===== src/rtl/pbt_defines.svh =====
`ifndef PBT_DEFINES_SVH
`define PBT_DEFINES_SVH
// apb register byte offsets
`define PBT_ADDR_CTRL     12'h000
`define PBT_ADDR_DEB      12'h004
`define PBT_ADDR_LONG     12'h008
`define PBT_ADDR_CYCLE    12'h00C
`define PBT_ADDR_SLAT     12'h010
`define PBT_ADDR_MINSIG   12'h014
`define PBT_ADDR_STATUS   12'h018
// ctrl fields
`define PBT_CTRL_MODE_LSB 0
`define PBT_CTRL_NC_BIT   2
`define PBT_CTRL_DSTEP    3
`define PBT_CTRL_DIR_BIT  4
`define PBT_CTRL_BLIND_LSB 5
`define PBT_CTRL_STEP_LSB 8
`define PBT_CTRL_SLATCL   11
`define PBT_CTRL_LINK_LSB 12
`define PBT_CTRL_SLD      15
`define PBT_CTRL_MINEN    16
`define PBT_CTRL_BLOCK    17
`define PBT_CTRL_CYCSEND  18
`define PBT_CTRL_UPPER    19
`define PBT_CTRL_LOWER    20
// timing (ms / 0.1 s units)
`define PBT_CLK_HZ        25000000
`define PBT_TICK_CYC      (`PBT_CLK_HZ / 1000)
`define PBT_DEB_MS_RST    16'h0032
`define PBT_LONG_MS_RST   16'h0258
`define PBT_CYC_MS_RST    16'h0258
`define PBT_SLAT_MS_RST   16'h01F4
`define PBT_MIN_RST       16'h000A
`define PBT_MIN_UNIT_MS   100
`define PBT_DIM_STOP_UP   4'h8
`endif


===== src/rtl/pbt_pkg.sv =====
package pbt_pkg;
   typedef enum logic [1:0] {PBT_MODE_DIM = 2'b00, PBT_MODE_BLIND = 2'b01,
                             PBT_MODE_VALUE = 2'b11} pbt_mode_e;
   typedef enum logic [2:0] {
      PBT_B1_STEP_MOVE = 3'd0, PBT_B1_MOVE_STEP = 3'd1, PBT_B1_CYCLE = 3'd2,
      PBT_B1_SWITCH = 3'd3, PBT_B2_STEP_MOVE = 3'd4, PBT_B2_SWITCH = 3'd5,
      PBT_B2_MOVE = 3'd6, PBT_B2_SLAT = 3'd7} pbt_blind_e;
   typedef enum logic [1:0] {PBT_IDLE = 2'b00, PBT_PRESS = 2'b01,
                             PBT_LONG = 2'b11, PBT_WAITMIN = 2'b10} pbt_state_e;
endpackage


===== src/rtl/pbt_input.sv =====
// The APB register port and the address map were decided locally.
`timescale 1ns/10ps
`include "pbt_defines.svh"
// Overview of operation
// - start/stop dimming: direction on press, stop on release
// - 4-bit dim code, top bit means brighter
// - stepped dimming repeats while long press lasts
// - stepped dimming carries configured step size
// - dimming repeat period configurable, 0.6 s default
// - react at once, ignore edges in debounce window
// - contact type selects actuated level
// - internal link drives blind output commands
// - one button: short step, long move
// - one button: short move, long repeated step
// - one button cycles up, stop, down, stop
// - one switch: move on press, stop on release
// - two button: short slat, long move
// - two switch: move on press, slat on release
// - move-only or slat-only per actuation
// - last direction follows object and limit positions
// - long press after configurable threshold
// - slat repeat period configurable, 0.5 s default
// - block ignores input, cyclic sending continues
// - value mode decides short/long before sending
// - edges restart minimum timer, send on expiry
module pbt_input
   import pbt_pkg::*;
#(
   parameter int TICK_CYC = `PBT_TICK_CYC
) (
   input  wire logic        clk_sys,
   input  wire logic        rst_n,
   input  wire logic        psel,
   input  wire logic        penable,
   input  wire logic        pwrite,
   input  wire logic [11:0] paddr,
   input  wire logic [31:0] pwdata,
   output logic      [31:0] prdata,
   output logic             pready,
   output logic             pslverr,
   input  wire logic        contact_in,
   input  wire logic        updown_obj_wr,
   input  wire logic        updown_obj_val,
   output logic             dim_send,
   output logic      [3:0]  dim_code,
   output logic             move_send,
   output logic             move_down,
   output logic             slat_send,
   output logic             slat_close,
   output logic             val_short_send,
   output logic             val_long_send,
   output logic      [3:0]  link_move_send,
   output logic      [3:0]  link_slat_send,
   output logic             link_dir
);
   logic [1:0]  rst_sync_q;
   logic        rst_ok;
   logic [1:0]  pin_q;
   logic [31:0] ctrl_q;
   logic [15:0] deb_q, long_q, cyc_q, slat_q, min_q;
   logic [14:0] tick_cnt_q;
   logic        tick;
   logic        act_q, act_prev_q;
   logic [15:0] deb_cnt_q;
   logic [15:0] tmr_q;
   logic [22:0] min_cnt_q;
   pbt_state_e  st_q;
   logic        last_down_q;
   logic [1:0]  cyc_ph_q;
   logic [15:0] resend_cnt_q;
   logic        resend;
   logic        ev_move, ev_slat, ev_dim, ev_vs, ev_vl;
   logic        ev_move_dn, ev_slat_cl;
   logic [3:0]  ev_code;
   logic        raw_act, press, release_e;
   pbt_mode_e   mode;
   pbt_blind_e  bmode;
   logic        cfg_dir;

   assign mode    = pbt_mode_e'(ctrl_q[`PBT_CTRL_MODE_LSB +: 2]);
   assign bmode   = pbt_blind_e'(ctrl_q[`PBT_CTRL_BLIND_LSB +: 3]);
   assign cfg_dir = ctrl_q[`PBT_CTRL_DIR_BIT];

   always_ff @(posedge clk_sys or negedge rst_n) begin
      if (!rst_n) rst_sync_q <= 2'b00;
      else rst_sync_q <= {rst_sync_q[0], 1'b1};
   end
   assign rst_ok = rst_sync_q[1];

   always_ff @(posedge clk_sys or negedge rst_ok) begin
      if (!rst_ok) pin_q <= 2'b00;
      else pin_q <= {pin_q[0], contact_in};
   end

   // common millisecond tick
   always_ff @(posedge clk_sys or negedge rst_ok) begin
      if (!rst_ok) tick_cnt_q <= 15'h0000;
      else if (tick) tick_cnt_q <= 15'h0000;
      else tick_cnt_q <= tick_cnt_q + 15'h0001;
   end
   assign tick = (tick_cnt_q == 15'(TICK_CYC - 1));

   // apb slave, zero wait state
   always_ff @(posedge clk_sys or negedge rst_ok) begin
      if (!rst_ok) begin
         ctrl_q <= 32'h0000_0000;
         deb_q  <= `PBT_DEB_MS_RST;
         long_q <= `PBT_LONG_MS_RST;
         cyc_q  <= `PBT_CYC_MS_RST;
         slat_q <= `PBT_SLAT_MS_RST;
         min_q  <= `PBT_MIN_RST;
      end else if (psel && penable && pwrite) begin
         case (paddr)
            `PBT_ADDR_CTRL:   ctrl_q <= pwdata;
            `PBT_ADDR_DEB:    deb_q  <= pwdata[15:0];
            `PBT_ADDR_LONG:   long_q <= pwdata[15:0];
            `PBT_ADDR_CYCLE:  cyc_q  <= pwdata[15:0];
            `PBT_ADDR_SLAT:   slat_q <= pwdata[15:0];
            `PBT_ADDR_MINSIG: min_q  <= pwdata[15:0];
            default: ;
         endcase
      end
   end

   always_ff @(posedge clk_sys or negedge rst_ok) begin
      if (!rst_ok) begin
         prdata  <= 32'h0000_0000;
         pready  <= 1'b0;
         pslverr <= 1'b0;
      end else begin
         pready  <= psel && !penable;
         pslverr <= 1'b0;
         if (psel && !penable) begin
            case (paddr)
               `PBT_ADDR_CTRL:   prdata <= ctrl_q;
               `PBT_ADDR_DEB:    prdata <= {16'h0000, deb_q};
               `PBT_ADDR_LONG:   prdata <= {16'h0000, long_q};
               `PBT_ADDR_CYCLE:  prdata <= {16'h0000, cyc_q};
               `PBT_ADDR_SLAT:   prdata <= {16'h0000, slat_q};
               `PBT_ADDR_MINSIG: prdata <= {16'h0000, min_q};
               `PBT_ADDR_STATUS: prdata <= {26'h000_0000, cyc_ph_q, last_down_q,
                                            st_q, act_q};
               default: begin
                  prdata  <= 32'h0000_0000;
                  pslverr <= 1'b1;
               end
            endcase
         end
      end
   end

   // contact level, xor with normally-closed selection
   assign raw_act = pin_q[1] ^ ctrl_q[`PBT_CTRL_NC_BIT];

   // first edge taken at once, then window blocks further edges
   always_ff @(posedge clk_sys or negedge rst_ok) begin
      if (!rst_ok) begin
         act_q     <= 1'b0;
         deb_cnt_q <= 16'h0000;
      end else if (ctrl_q[`PBT_CTRL_BLOCK]) begin
         deb_cnt_q <= 16'h0000;
      end else if (deb_cnt_q != 16'h0000) begin
         if (tick) deb_cnt_q <= deb_cnt_q - 16'h0001;
      end else if (raw_act != act_q) begin
         act_q     <= raw_act;
         deb_cnt_q <= deb_q;
      end
   end

   always_ff @(posedge clk_sys or negedge rst_ok) begin
      if (!rst_ok) act_prev_q <= 1'b0;
      else act_prev_q <= act_q;
   end
   assign press     = act_q && !act_prev_q;
   assign release_e = !act_q && act_prev_q;

   // press timing, repeat and minimum-signal sequencing
   always_comb begin
      ev_move = 1'b0;
      ev_slat = 1'b0;
      ev_dim  = 1'b0;
      ev_vs   = 1'b0;
      ev_vl   = 1'b0;
      ev_move_dn = cfg_dir;
      ev_slat_cl = ctrl_q[`PBT_CTRL_SLATCL];
      ev_code = 4'h0;
      case (mode)
         PBT_MODE_DIM: begin
            if (!ctrl_q[`PBT_CTRL_DSTEP]) begin
               ev_dim  = press || release_e;
               ev_code = press ? {!cfg_dir, 3'b001} : {!cfg_dir, 3'b000};
            end else begin
               ev_dim  = (st_q == PBT_LONG) && (tmr_q == 16'h0000) && tick;
               ev_code = {!cfg_dir, ctrl_q[`PBT_CTRL_STEP_LSB +: 3]};
            end
         end
         PBT_MODE_BLIND: begin
            case (bmode)
               PBT_B1_STEP_MOVE: begin
                  ev_slat    = release_e && st_q == PBT_PRESS;
                  ev_slat_cl = !last_down_q;
                  ev_move    = st_q == PBT_PRESS && tick && tmr_q == long_q;
                  ev_move_dn = !last_down_q;
               end
               PBT_B1_MOVE_STEP: begin
                  ev_move    = release_e && st_q == PBT_PRESS;
                  ev_move_dn = !last_down_q;
                  ev_slat    = (st_q == PBT_LONG) && (tmr_q == 16'h0000) && tick;
                  ev_slat_cl = !last_down_q;
               end
               PBT_B1_CYCLE: begin
                  ev_move    = press && !cyc_ph_q[0];
                  ev_move_dn = cyc_ph_q[1];
                  ev_slat    = press && cyc_ph_q[0];
                  ev_slat_cl = !last_down_q;
               end
               PBT_B1_SWITCH: begin
                  ev_move    = press;
                  ev_move_dn = !last_down_q;
                  ev_slat    = release_e;
                  ev_slat_cl = !last_down_q;
               end
               PBT_B2_STEP_MOVE: begin
                  ev_slat = release_e && st_q == PBT_PRESS;
                  ev_move = st_q == PBT_PRESS && tick && tmr_q == long_q;
               end
               PBT_B2_SWITCH: begin
                  ev_move = press;
                  ev_slat = release_e;
               end
               PBT_B2_MOVE:  ev_move = press;
               PBT_B2_SLAT:  ev_slat = press;
               default: ;
            endcase
         end
         PBT_MODE_VALUE: begin
            if (ctrl_q[`PBT_CTRL_SLD]) begin
               ev_vs = release_e && st_q == PBT_PRESS;
               ev_vl = st_q == PBT_PRESS && tick && tmr_q == long_q;
            end else if (ctrl_q[`PBT_CTRL_MINEN]) begin
               ev_vs = st_q == PBT_WAITMIN && tick && min_cnt_q == 23'h00_0001 && act_q;
               ev_vl = st_q == PBT_WAITMIN && tick && min_cnt_q == 23'h00_0001 && !act_q;
            end else begin
               ev_vs = press;
               ev_vl = release_e;
            end
         end
         default: ;
      endcase
   end

   always_ff @(posedge clk_sys or negedge rst_ok) begin
      if (!rst_ok) begin
         st_q      <= PBT_IDLE;
         tmr_q     <= 16'h0000;
         min_cnt_q <= 23'h00_0000;
      end else if (mode == PBT_MODE_VALUE && !ctrl_q[`PBT_CTRL_SLD]
                   && ctrl_q[`PBT_CTRL_MINEN]) begin
         if (press || release_e) begin
            st_q      <= PBT_WAITMIN;
            min_cnt_q <= 23'(min_q * `PBT_MIN_UNIT_MS);
         end else if (st_q == PBT_WAITMIN && tick) begin
            min_cnt_q <= min_cnt_q - 23'h00_0001;
            if (min_cnt_q == 23'h00_0001) st_q <= PBT_IDLE;
         end
      end else if (release_e || !act_q) begin
         st_q  <= PBT_IDLE;
         tmr_q <= 16'h0000;
      end else if (press) begin
         st_q  <= PBT_PRESS;
         tmr_q <= 16'h0000;
      end else if (tick) begin
         case (st_q)
            PBT_PRESS: begin
               if (tmr_q == long_q) begin
                  st_q  <= PBT_LONG;
                  tmr_q <= 16'h0000;
               end else tmr_q <= tmr_q + 16'h0001;
            end
            PBT_LONG: begin
               if (tmr_q == 16'h0000) begin
                  tmr_q <= (mode == PBT_MODE_DIM) ? cyc_q - 16'h0001
                                                  : slat_q - 16'h0001;
               end else tmr_q <= tmr_q - 16'h0001;
            end
            default: ;
         endcase
      end
   end

   // remembered direction and one-button cycle phase
   always_ff @(posedge clk_sys or negedge rst_ok) begin
      if (!rst_ok) begin
         last_down_q <= 1'b0;
         cyc_ph_q    <= 2'b00;
      end else begin
         if (ctrl_q[`PBT_CTRL_UPPER]) last_down_q <= 1'b0;
         else if (ctrl_q[`PBT_CTRL_LOWER]) last_down_q <= 1'b1;
         else if (updown_obj_wr) last_down_q <= updown_obj_val;
         else if (ev_move) last_down_q <= ev_move_dn;
         if (mode == PBT_MODE_BLIND && bmode == PBT_B1_CYCLE && press)
            cyc_ph_q <= cyc_ph_q + 2'b01;
      end
   end

   // while blocked the last state is repeated at the dimming cycle period
   always_ff @(posedge clk_sys or negedge rst_ok) begin
      if (!rst_ok) resend_cnt_q <= 16'h0000;
      else if (!(ctrl_q[`PBT_CTRL_BLOCK] && ctrl_q[`PBT_CTRL_CYCSEND]))
         resend_cnt_q <= cyc_q - 16'h0001;
      else if (tick) begin
         if (resend_cnt_q == 16'h0000) resend_cnt_q <= cyc_q - 16'h0001;
         else resend_cnt_q <= resend_cnt_q - 16'h0001;
      end
   end
   assign resend = ctrl_q[`PBT_CTRL_BLOCK] && ctrl_q[`PBT_CTRL_CYCSEND] && tick
                   && resend_cnt_q == 16'h0000;

   // registered outputs; cyclic re-send while blocked
   always_ff @(posedge clk_sys or negedge rst_ok) begin
      if (!rst_ok) begin
         dim_send <= 1'b0;
         dim_code <= 4'h0;
         move_send <= 1'b0;
         move_down <= 1'b0;
         slat_send <= 1'b0;
         slat_close <= 1'b0;
         val_short_send <= 1'b0;
         val_long_send <= 1'b0;
         link_move_send <= 4'h0;
         link_slat_send <= 4'h0;
         link_dir <= 1'b0;
      end else begin
         dim_send  <= ev_dim;
         move_send <= ev_move;
         slat_send <= ev_slat;
         val_short_send <= ev_vs;
         val_long_send  <= ev_vl;
         if (ev_dim) dim_code <= ev_code;
         if (ev_move) move_down <= ev_move_dn;
         if (ev_slat) slat_close <= ev_slat_cl;
         if (resend) begin
            case (mode)
               PBT_MODE_DIM:   dim_send  <= 1'b1;
               PBT_MODE_BLIND: move_send <= 1'b1;
               PBT_MODE_VALUE: begin
                  if (act_q) val_short_send <= 1'b1;
                  else val_long_send <= 1'b1;
               end
               default: ;
            endcase
         end
         link_dir <= ev_move ? ev_move_dn : ev_slat_cl;
         for (int i = 0; i < 4; i++) begin
            link_move_send[i] <= ev_move && ctrl_q[`PBT_CTRL_LINK_LSB +: 3] == 3'(i + 1);
            link_slat_send[i] <= ev_slat && ctrl_q[`PBT_CTRL_LINK_LSB +: 3] == 3'(i + 1);
         end
      end
   end
endmodule


===== config.mk =====
export PLATFORM = sky130hd
export DESIGN_NAME = pbt_input
export DESIGN_NICKNAME = d
export VERILOG_FILES = /design/src/rtl/pbt_pkg.sv /design/src/rtl/pbt_input.sv
export VERILOG_INCLUDE_DIRS = /design/src /design/src/rtl
export SDC_FILE = /design/constraint.sdc
export NUM_CORES = 1
export LEC_CHECK = 0
export BUFFER_PORTS_ARGS = -buffer_cell sky130_fd_sc_hd__buf_2
export CAP_MARGIN = 10
export CORE_MARGIN = 5
export CORE_UTILIZATION = 40
export CTS_CLUSTER_SIZE = 28
export DETAILED_ROUTE_END_ITERATION = 6
export PLACE_DENSITY = 0.57
export SYNTH_ARGS = -nofsm -noshare
export SYNTH_HDL_FRONTEND = slang
export SYNTH_SLANG_ARGS = --single-unit

===== constraint.sdc =====
create_clock -name clk_sys -period 7.3 [get_ports clk_sys]
set_clock_uncertainty 0.05 [all_clocks]
set_input_delay 1.46 -clock clk_sys [delete_from_list [all_inputs] [get_ports clk_sys]]
set_output_delay 1.46 -clock clk_sys [all_outputs]
set_load 0.03 [all_outputs]

==> results of run 1 <==
[sequential cells by signal, summed over array words and instances (netlist names), 4 cells and up]
signal,cells
link_slat_send,4
slat_q,16
deb_q,16
deb_cnt_q,16
tmr_q,16
dim_code,4
tick_cnt_q,15
min_cnt_q,23
link_move_send,4
resend_cnt_q,16
long_q,16
cyc_q,16
prdata,32
min_q,16
ctrl_q,32
[layout make-up]
cell class                 count  share of cell area (%)
tap                          525                    3.64
multi-input combinational   1232                    48.2
sequential                   263                    36.6
timing repair buffer         120                    3.60
clock inverter                20                    1.78
clock buffer                  36                    4.50
inverter                      78                    1.62
[through the flow]
step / power [mW] / cell area [um^2] / setup WS [ns] / hold WS, ns / instances
after global placement: 1.61 / 16900 / 3.45 / 0.287 / 2218
final: 3.29 / 18100 / 3.51 / 0.304 / 2274
after floorplan: 1.55 / 15900 / 2.95 / 0.281 / 1651
after CTS: 3.34 / 18100 / 3.49 / 0.305 / 2274
after detailed placement: 1.61 / 16900 / 3.41 / 0.290 / 2218
after global routing: 3.40 / 18100 / 3.28 / 0.329 / 2274
[how the worst max path moves through the flow]
stage                             start  slack, ns             to  cells after the start
after floorplan           rst_sync_q[1]       2.95     act_prev_q                      0
after global placement         paddr[1]       3.45     slat_q[12]                      5
after detailed placement       paddr[1]       3.41     slat_q[13]                      5
after CTS                      min_q[9]       3.49  min_cnt_q[22]                     13
after global routing           min_q[9]       3.28  min_cnt_q[22]                     13
final                         min_q[10]       3.51  min_cnt_q[22]                     13
[synthesized netlist by cell type, types with 14 or more instances]
library cell	count	area, um^2
nand2b_1	16	100
a21oi_1	94	470
ha_1	67	838
mux2i_1	24	240
mux2_1	21	236
inv_1	77	289
dfstp_2	19	499
a31oi_1	14	87.6
nand4_1	25	156
o21ai_0	135	676
nor3_1	49	245
nand3_1	36	180
nor4_1	17	106
xor2_1	28	245
clkbuf_1	47	176
a22o_1	33	289
mux2_2	94	1060
xnor2_1	58	508
a211oi_1	21	158
a22oi_1	15	113
nor2_1	124	465
nand2_1	140	526
dfrtp_1	244	6110
buf_2	23	115
[where the power goes]
part	total [mW]	internal, mW	switching [mW]
Clock	1.71	1.05	0.665
Sequential	1.47	1.46	0.0116
Combinational	0.106	0.0301	0.0763
Total	3.29	2.54	0.753
[routing by layer]
metal  wire length, um  vias to the layer above  part of all wire, %
li1                  -                     6153                    -
met1             22500                     6657                   46
met2             22400                      420                   46
met4              1460                        0                  3.0
met3              2790                       79                  5.7
met5                 0                        -                    0
[critical path: stages (launching register included)]
cell and delay, ns:
dfrtp_1 0.43, ha_1 0.29, ha_1 0.27, inv_1 0.05, fa_1 0.50, inv_1 0.04
ha_1 0.36, and3_1 0.23, and3_1 0.18, a211oi_1 0.47, o21a_1 0.20, o21bai_1 0.14
nor4_1 0.08, or3_1 0.38
[cells by family after synthesis]
kind of cell             share of synthesized area (%)
AND/OR/NAND/NOR                                   17.0
AO/OA/AOI/OAI                                     16.2
flip-flops                                        41.5
buffers and inverters                             4.00
multiplexers                                      9.92
XOR/XNOR                                          4.73
adder cells (fa/ha/maj)                           6.64
other                                           0.0235
==> impl_results.md, run 1 <==
* Kind of critical path: flop to flop
* Fin. max-slew vios at 0
* Status: finished, final reports clean
* Avg Inst Size Synth at 9.65 um^2
* Largest net degree at the start of global routing at 134
* Final min period at 3.79 ns
* Initial DRC Count at 1315
* EDFF count, synth at 0
* Drt drc at 0
* Pre-antenna DRT Iters at 6
* Final setup violation count at 0
* Share of cells above drive strength 1 at 19.0%
* Cell area after synthesis at 0.0159 mm^2
* Via density at 5.85
* Dominant synthesized flop cell: dfrtp_1
* Initial Util at 40.3%
* First-pass GRT wire length at 76800 um
* Die H at 210 um
* GRT Overall Usage at 21.9%
* Max clock buf depth at 3
* Final GP Congestion at 0.990
* CP Max Fanout at 6
* Final net count at 1855
* Post-DR wirelength/cell at 21.6 um
* Critical path launch point type: flop
* Fmax at 264 MHz
* Vias in the first global route at 12800
* R2R Path Start: min_q[10]
* Worst Hold Class: flop to flop
* VDD IR max at 0.184 mV
* CTS tree: yes
* Crit end category: flop
* Gr ovfl total at 0
* WHS Path Cells at 0
* Post CTS Setup Buffer Count at 0
* Commonest non-fill, non-tap cell in the layout: dfrtp_1
* WHS Endpoint: pin_q[1]
* Vias at 13300
* Initial antenna violation count at 1
* Final core utilization at 45.6%
* Ys async rst share at 100%
* Clock latency on the worst-skew pair at 0.59 ns
* Slew HR at 14.7%
* # hold bufs at CTS at 0
* Most frequent cells in the layout: dfrtp_1 (243), nand2_1 (140), o21ai_0 (135), nor2_1 (124), buf_2 (105)
* Flop2flop setup slack at 3.51 ns
* Routed Antenna Nets at 0
* Grt peak-use layer: met2
* Critical path data required time at 7.72 ns
* GRT met2 Usage at 34.3%
* IO Pins at 106
* Worst flop-to-flop path endpoint: min_cnt_q[22]
* Dpl hpwl at 36500 um
* Mapped Nets at 1781
* Filler Cell Count at 3787
* Worst-Margin Slew at 1.27 ns
* Die Span X at 210 um
* Yosys cell types at 82
* HP Start: pin_q[0]
* Antenna diodes at 0
* Cell Pwr Density at 182 mW/mm^2
* CTS Sinks at 263
* WL final at 49100 um
* Worst Reg2Reg Path Length in Cells at 13
* CTS Root Cell: clkbuf_16
* Yosys warns at 0
* Clock slew at reported path FFs at 0.07 ns
* Period utilization at 51.9%
* Setup_tns at 0 ns
* Die Area at 0.0439 mm^2
* Number of H-tree levels at 1
* Total CTS buffers at 30
* Register area at 0.00661 mm^2
* Area Growth Syn to Fin at 13.3%
* Hold Vio Cnt, Final at 0
* # resized after CTS at 0
* # rows at 73
* Core area at 0.0395 mm^2
* Grt met3 use at 2.99%
* Worst EP arrival at 4.21 ns
* Sequential area share after synthesis at 41.5%
* Seq cells post-synth at 263
* Multi-input gate area at 0.00871 mm^2
* Setup repair after global routing missed its margin: no
* Leak at 8.20 nW
* Met1 global-route usage at 31.8%
* Max-cap violations at 0
* Cells after synthesis at 1651
* IO Port Bufs at 105
Power figures use the tool's default switching activity.
==> run 2: changes to the inputs <==
==> constraint.sdc (replaced) <==
create_clock -name clk_sys -period 3.2 [get_ports clk_sys]
set_clock_uncertainty 0.05 [all_clocks]
set_input_delay 0.64 -clock clk_sys [delete_from_list [all_inputs] [get_ports clk_sys]]
set_output_delay 0.64 -clock clk_sys [all_outputs]
set_load 0.03 [all_outputs]
==> run 2 against run 1 <==
Net effect: the flow now finishes with violations (negative setup slack); clock power is 120% higher; via count is 1.4% higher; design area is 6.1% higher; utilization is 2.8 points higher; first-iteration DRC count is 14% lower; setup slack worse by 3.6 ns; clock-buffer cell count is 9 higher; global-route usage is 0.96 points higher.
==> impl_results.md, run 2 (same netlist as run 1, synthesis figures left out) <==
* Status: finished with violations
* Violated checks: negative setup slack
* Largest regs: ctrl_q x32, prdata x32, min_cnt_q x23
* Highest-delay cell along the critical path: dfstp_2
* Final setup margin at -0.0539 ns
* Gr ovfl total at 0
* Core area at 0.0395 mm^2
* Placed Area at 0.0177 mm^2
* Final min period at 3.25 ns
* Dpl hpwl at 38900 um
* Max-cap violations at 0
* Clock latency on the worst-skew pair at 0.59 ns
* Slew HR at 34.5%
* Commonest non-fill, non-tap cell in the layout: dfrtp_1
* IO Pins at 106
* Die Area at 0.0439 mm^2
* Hold_ws at 0.102 ns
* First-pass GRT wire length at 80100 um
* Clock slew at reported path FFs at 0.06 ns
* Critical path data required time at 3.68 ns
* Total design power at 7.45 mW
* Final core utilization at 48.5%
* Total CTS buffers at 31
* Pre-CTS setup slack at -0.176 ns
* GRT Overall Usage at 22.8%
* Final setup violation count at 2
* Largest net degree at the start of global routing at 62
* Filler Cell Count at 3768
* Worst EP arrival at 3.73 ns
* Leak at 8.72 nW
* Area Growth Syn to Fin at 20.3%
* Number of H-tree levels at 1
* Worst-path cell chain: ha_4, ha_4, inv_2, fa_1, inv_2, ha_4, o21ai_2, o21ai_2, a21oi_2, o21ai_2, a221oi_2, or4b_1, nand3_1
* Crit path largest cell delay at 0.58 ns
* CTS Sinks at 263
* Share of cells above drive strength 1 at 26.0%
* Vias in the first global route at 13400
* Crit end category: flop
* Final net count at 1951
* Final GP Congestion at 0.936
* Die H at 210 um
* Worst Hold Class: input pin to flop
* Via density at 5.69
* Die Span X at 210 um
* Layout Cells excl Fill at 2372
* Vias at 13500
* Number of cells after detailed placement at 2302
* Final Cell Area at 0.0192 mm^2
* Max clock buf depth at 3
* Setup_tns at -0.0916 ns
* Post-DR wirelength/cell at 21.5 um
* Routed Antenna Nets at 0
* Drt drc at 0
* VDD IR max at 0.428 mV
* Kind of critical path: flop to flop
* Worst-Margin Slew at 0.979 ns
* Hold Vio Cnt, Final at 0
* Initial DRC Count at 1132
* CP Max Fanout at 4
* Period utilization at 102%
* Fin. max-slew vios at 0
* Most frequent cells in the layout: dfrtp_1 (242), nand2_1 (139), o21ai_0 (128), nor2_1 (121), buf_2 (105)
* # rows at 73
* IO Port Bufs at 105
* Fmax at 307 MHz
* Critical path launch point type: flop
* CTS tree: yes
* Cell Pwr Density at 389 mW/mm^2
* Initial antenna violation count at 0
* WL final at 51000 um
* Pre-antenna DRT Iters at 5
* Setup repair after global routing missed its margin: yes
* CTS Root Cell: clkbuf_16
* Initial Util at 40.3%
-- run 2: worst paths after layout --
kind,depth (start not counted),start,endpoint,slack (ns)
worst max-delay path,13,min_q[3],min_cnt_q[21],-0.05
worst min-delay path,1,contact_in,pin_q[0],0.10
worst max register to register,13,min_q[3],min_cnt_q[21],-0.05
worst min register to register,0,pin_q[0],pin_q[1],0.30
max in group asynchronous,1,rst_sync_q[1],long_q[4],1.88
min in group asynchronous,0,rst_sync_q[1],tick_cnt_q[9],0.34
-- run 2: timing repair --
item	in CTS	in global routing
endpoints found under the hold margin	2	0
gates resized for setup	27	23
hold buffers	1	0
pin swaps	38	13
setup buffers	8	2
endpoints found under the setup margin	7	11
-- run 2: where the power goes --
| part | internal, mW | switching, mW | total, mW |
|---|---|---|---|
| clock network | 2.32 | 1.50 | 3.82 |
| registers | 3.34 | 0.0252 | 3.36 |
| logic | 0.0917 | 0.178 | 0.270 |
| total | 5.75 | 1.70 | 7.45 |
-- run 2: cell type report --
class	count	area [um^2]	share of cell area (%)
Clock buffer	45	918	4.79
Sequential cell	263	6610	34.5
Tap cell	525	657	3.43
Timing Repair Buffer	215	1420	7.41
Multi-Input combinational cell	1232	9060	47.3
Clock inverter	13	198	1.03
Antenna cell	1	2.50	0.0131
Inverter	78	293	1.53
-- run 2: worst max-delay path, delay by kind of cell, from the launching register on --
kind                       cells  cell delay, ns
AOI/OAI and AO/OA              5            0.62
buffers and inverters          2            0.08
DFF                            1            0.58
and+or+nand+nor                2            0.60
adders and majority gates      4            1.25
-- run 2: per-layer routing --
layer | global-route usage (%) | share of wire (%)
met1 | 32.4 | 46
met4 | 6.66 | 3.4
met2 | 36.7 | 46
met5 | 0 | 0
met3 | 2.94 | 4.8
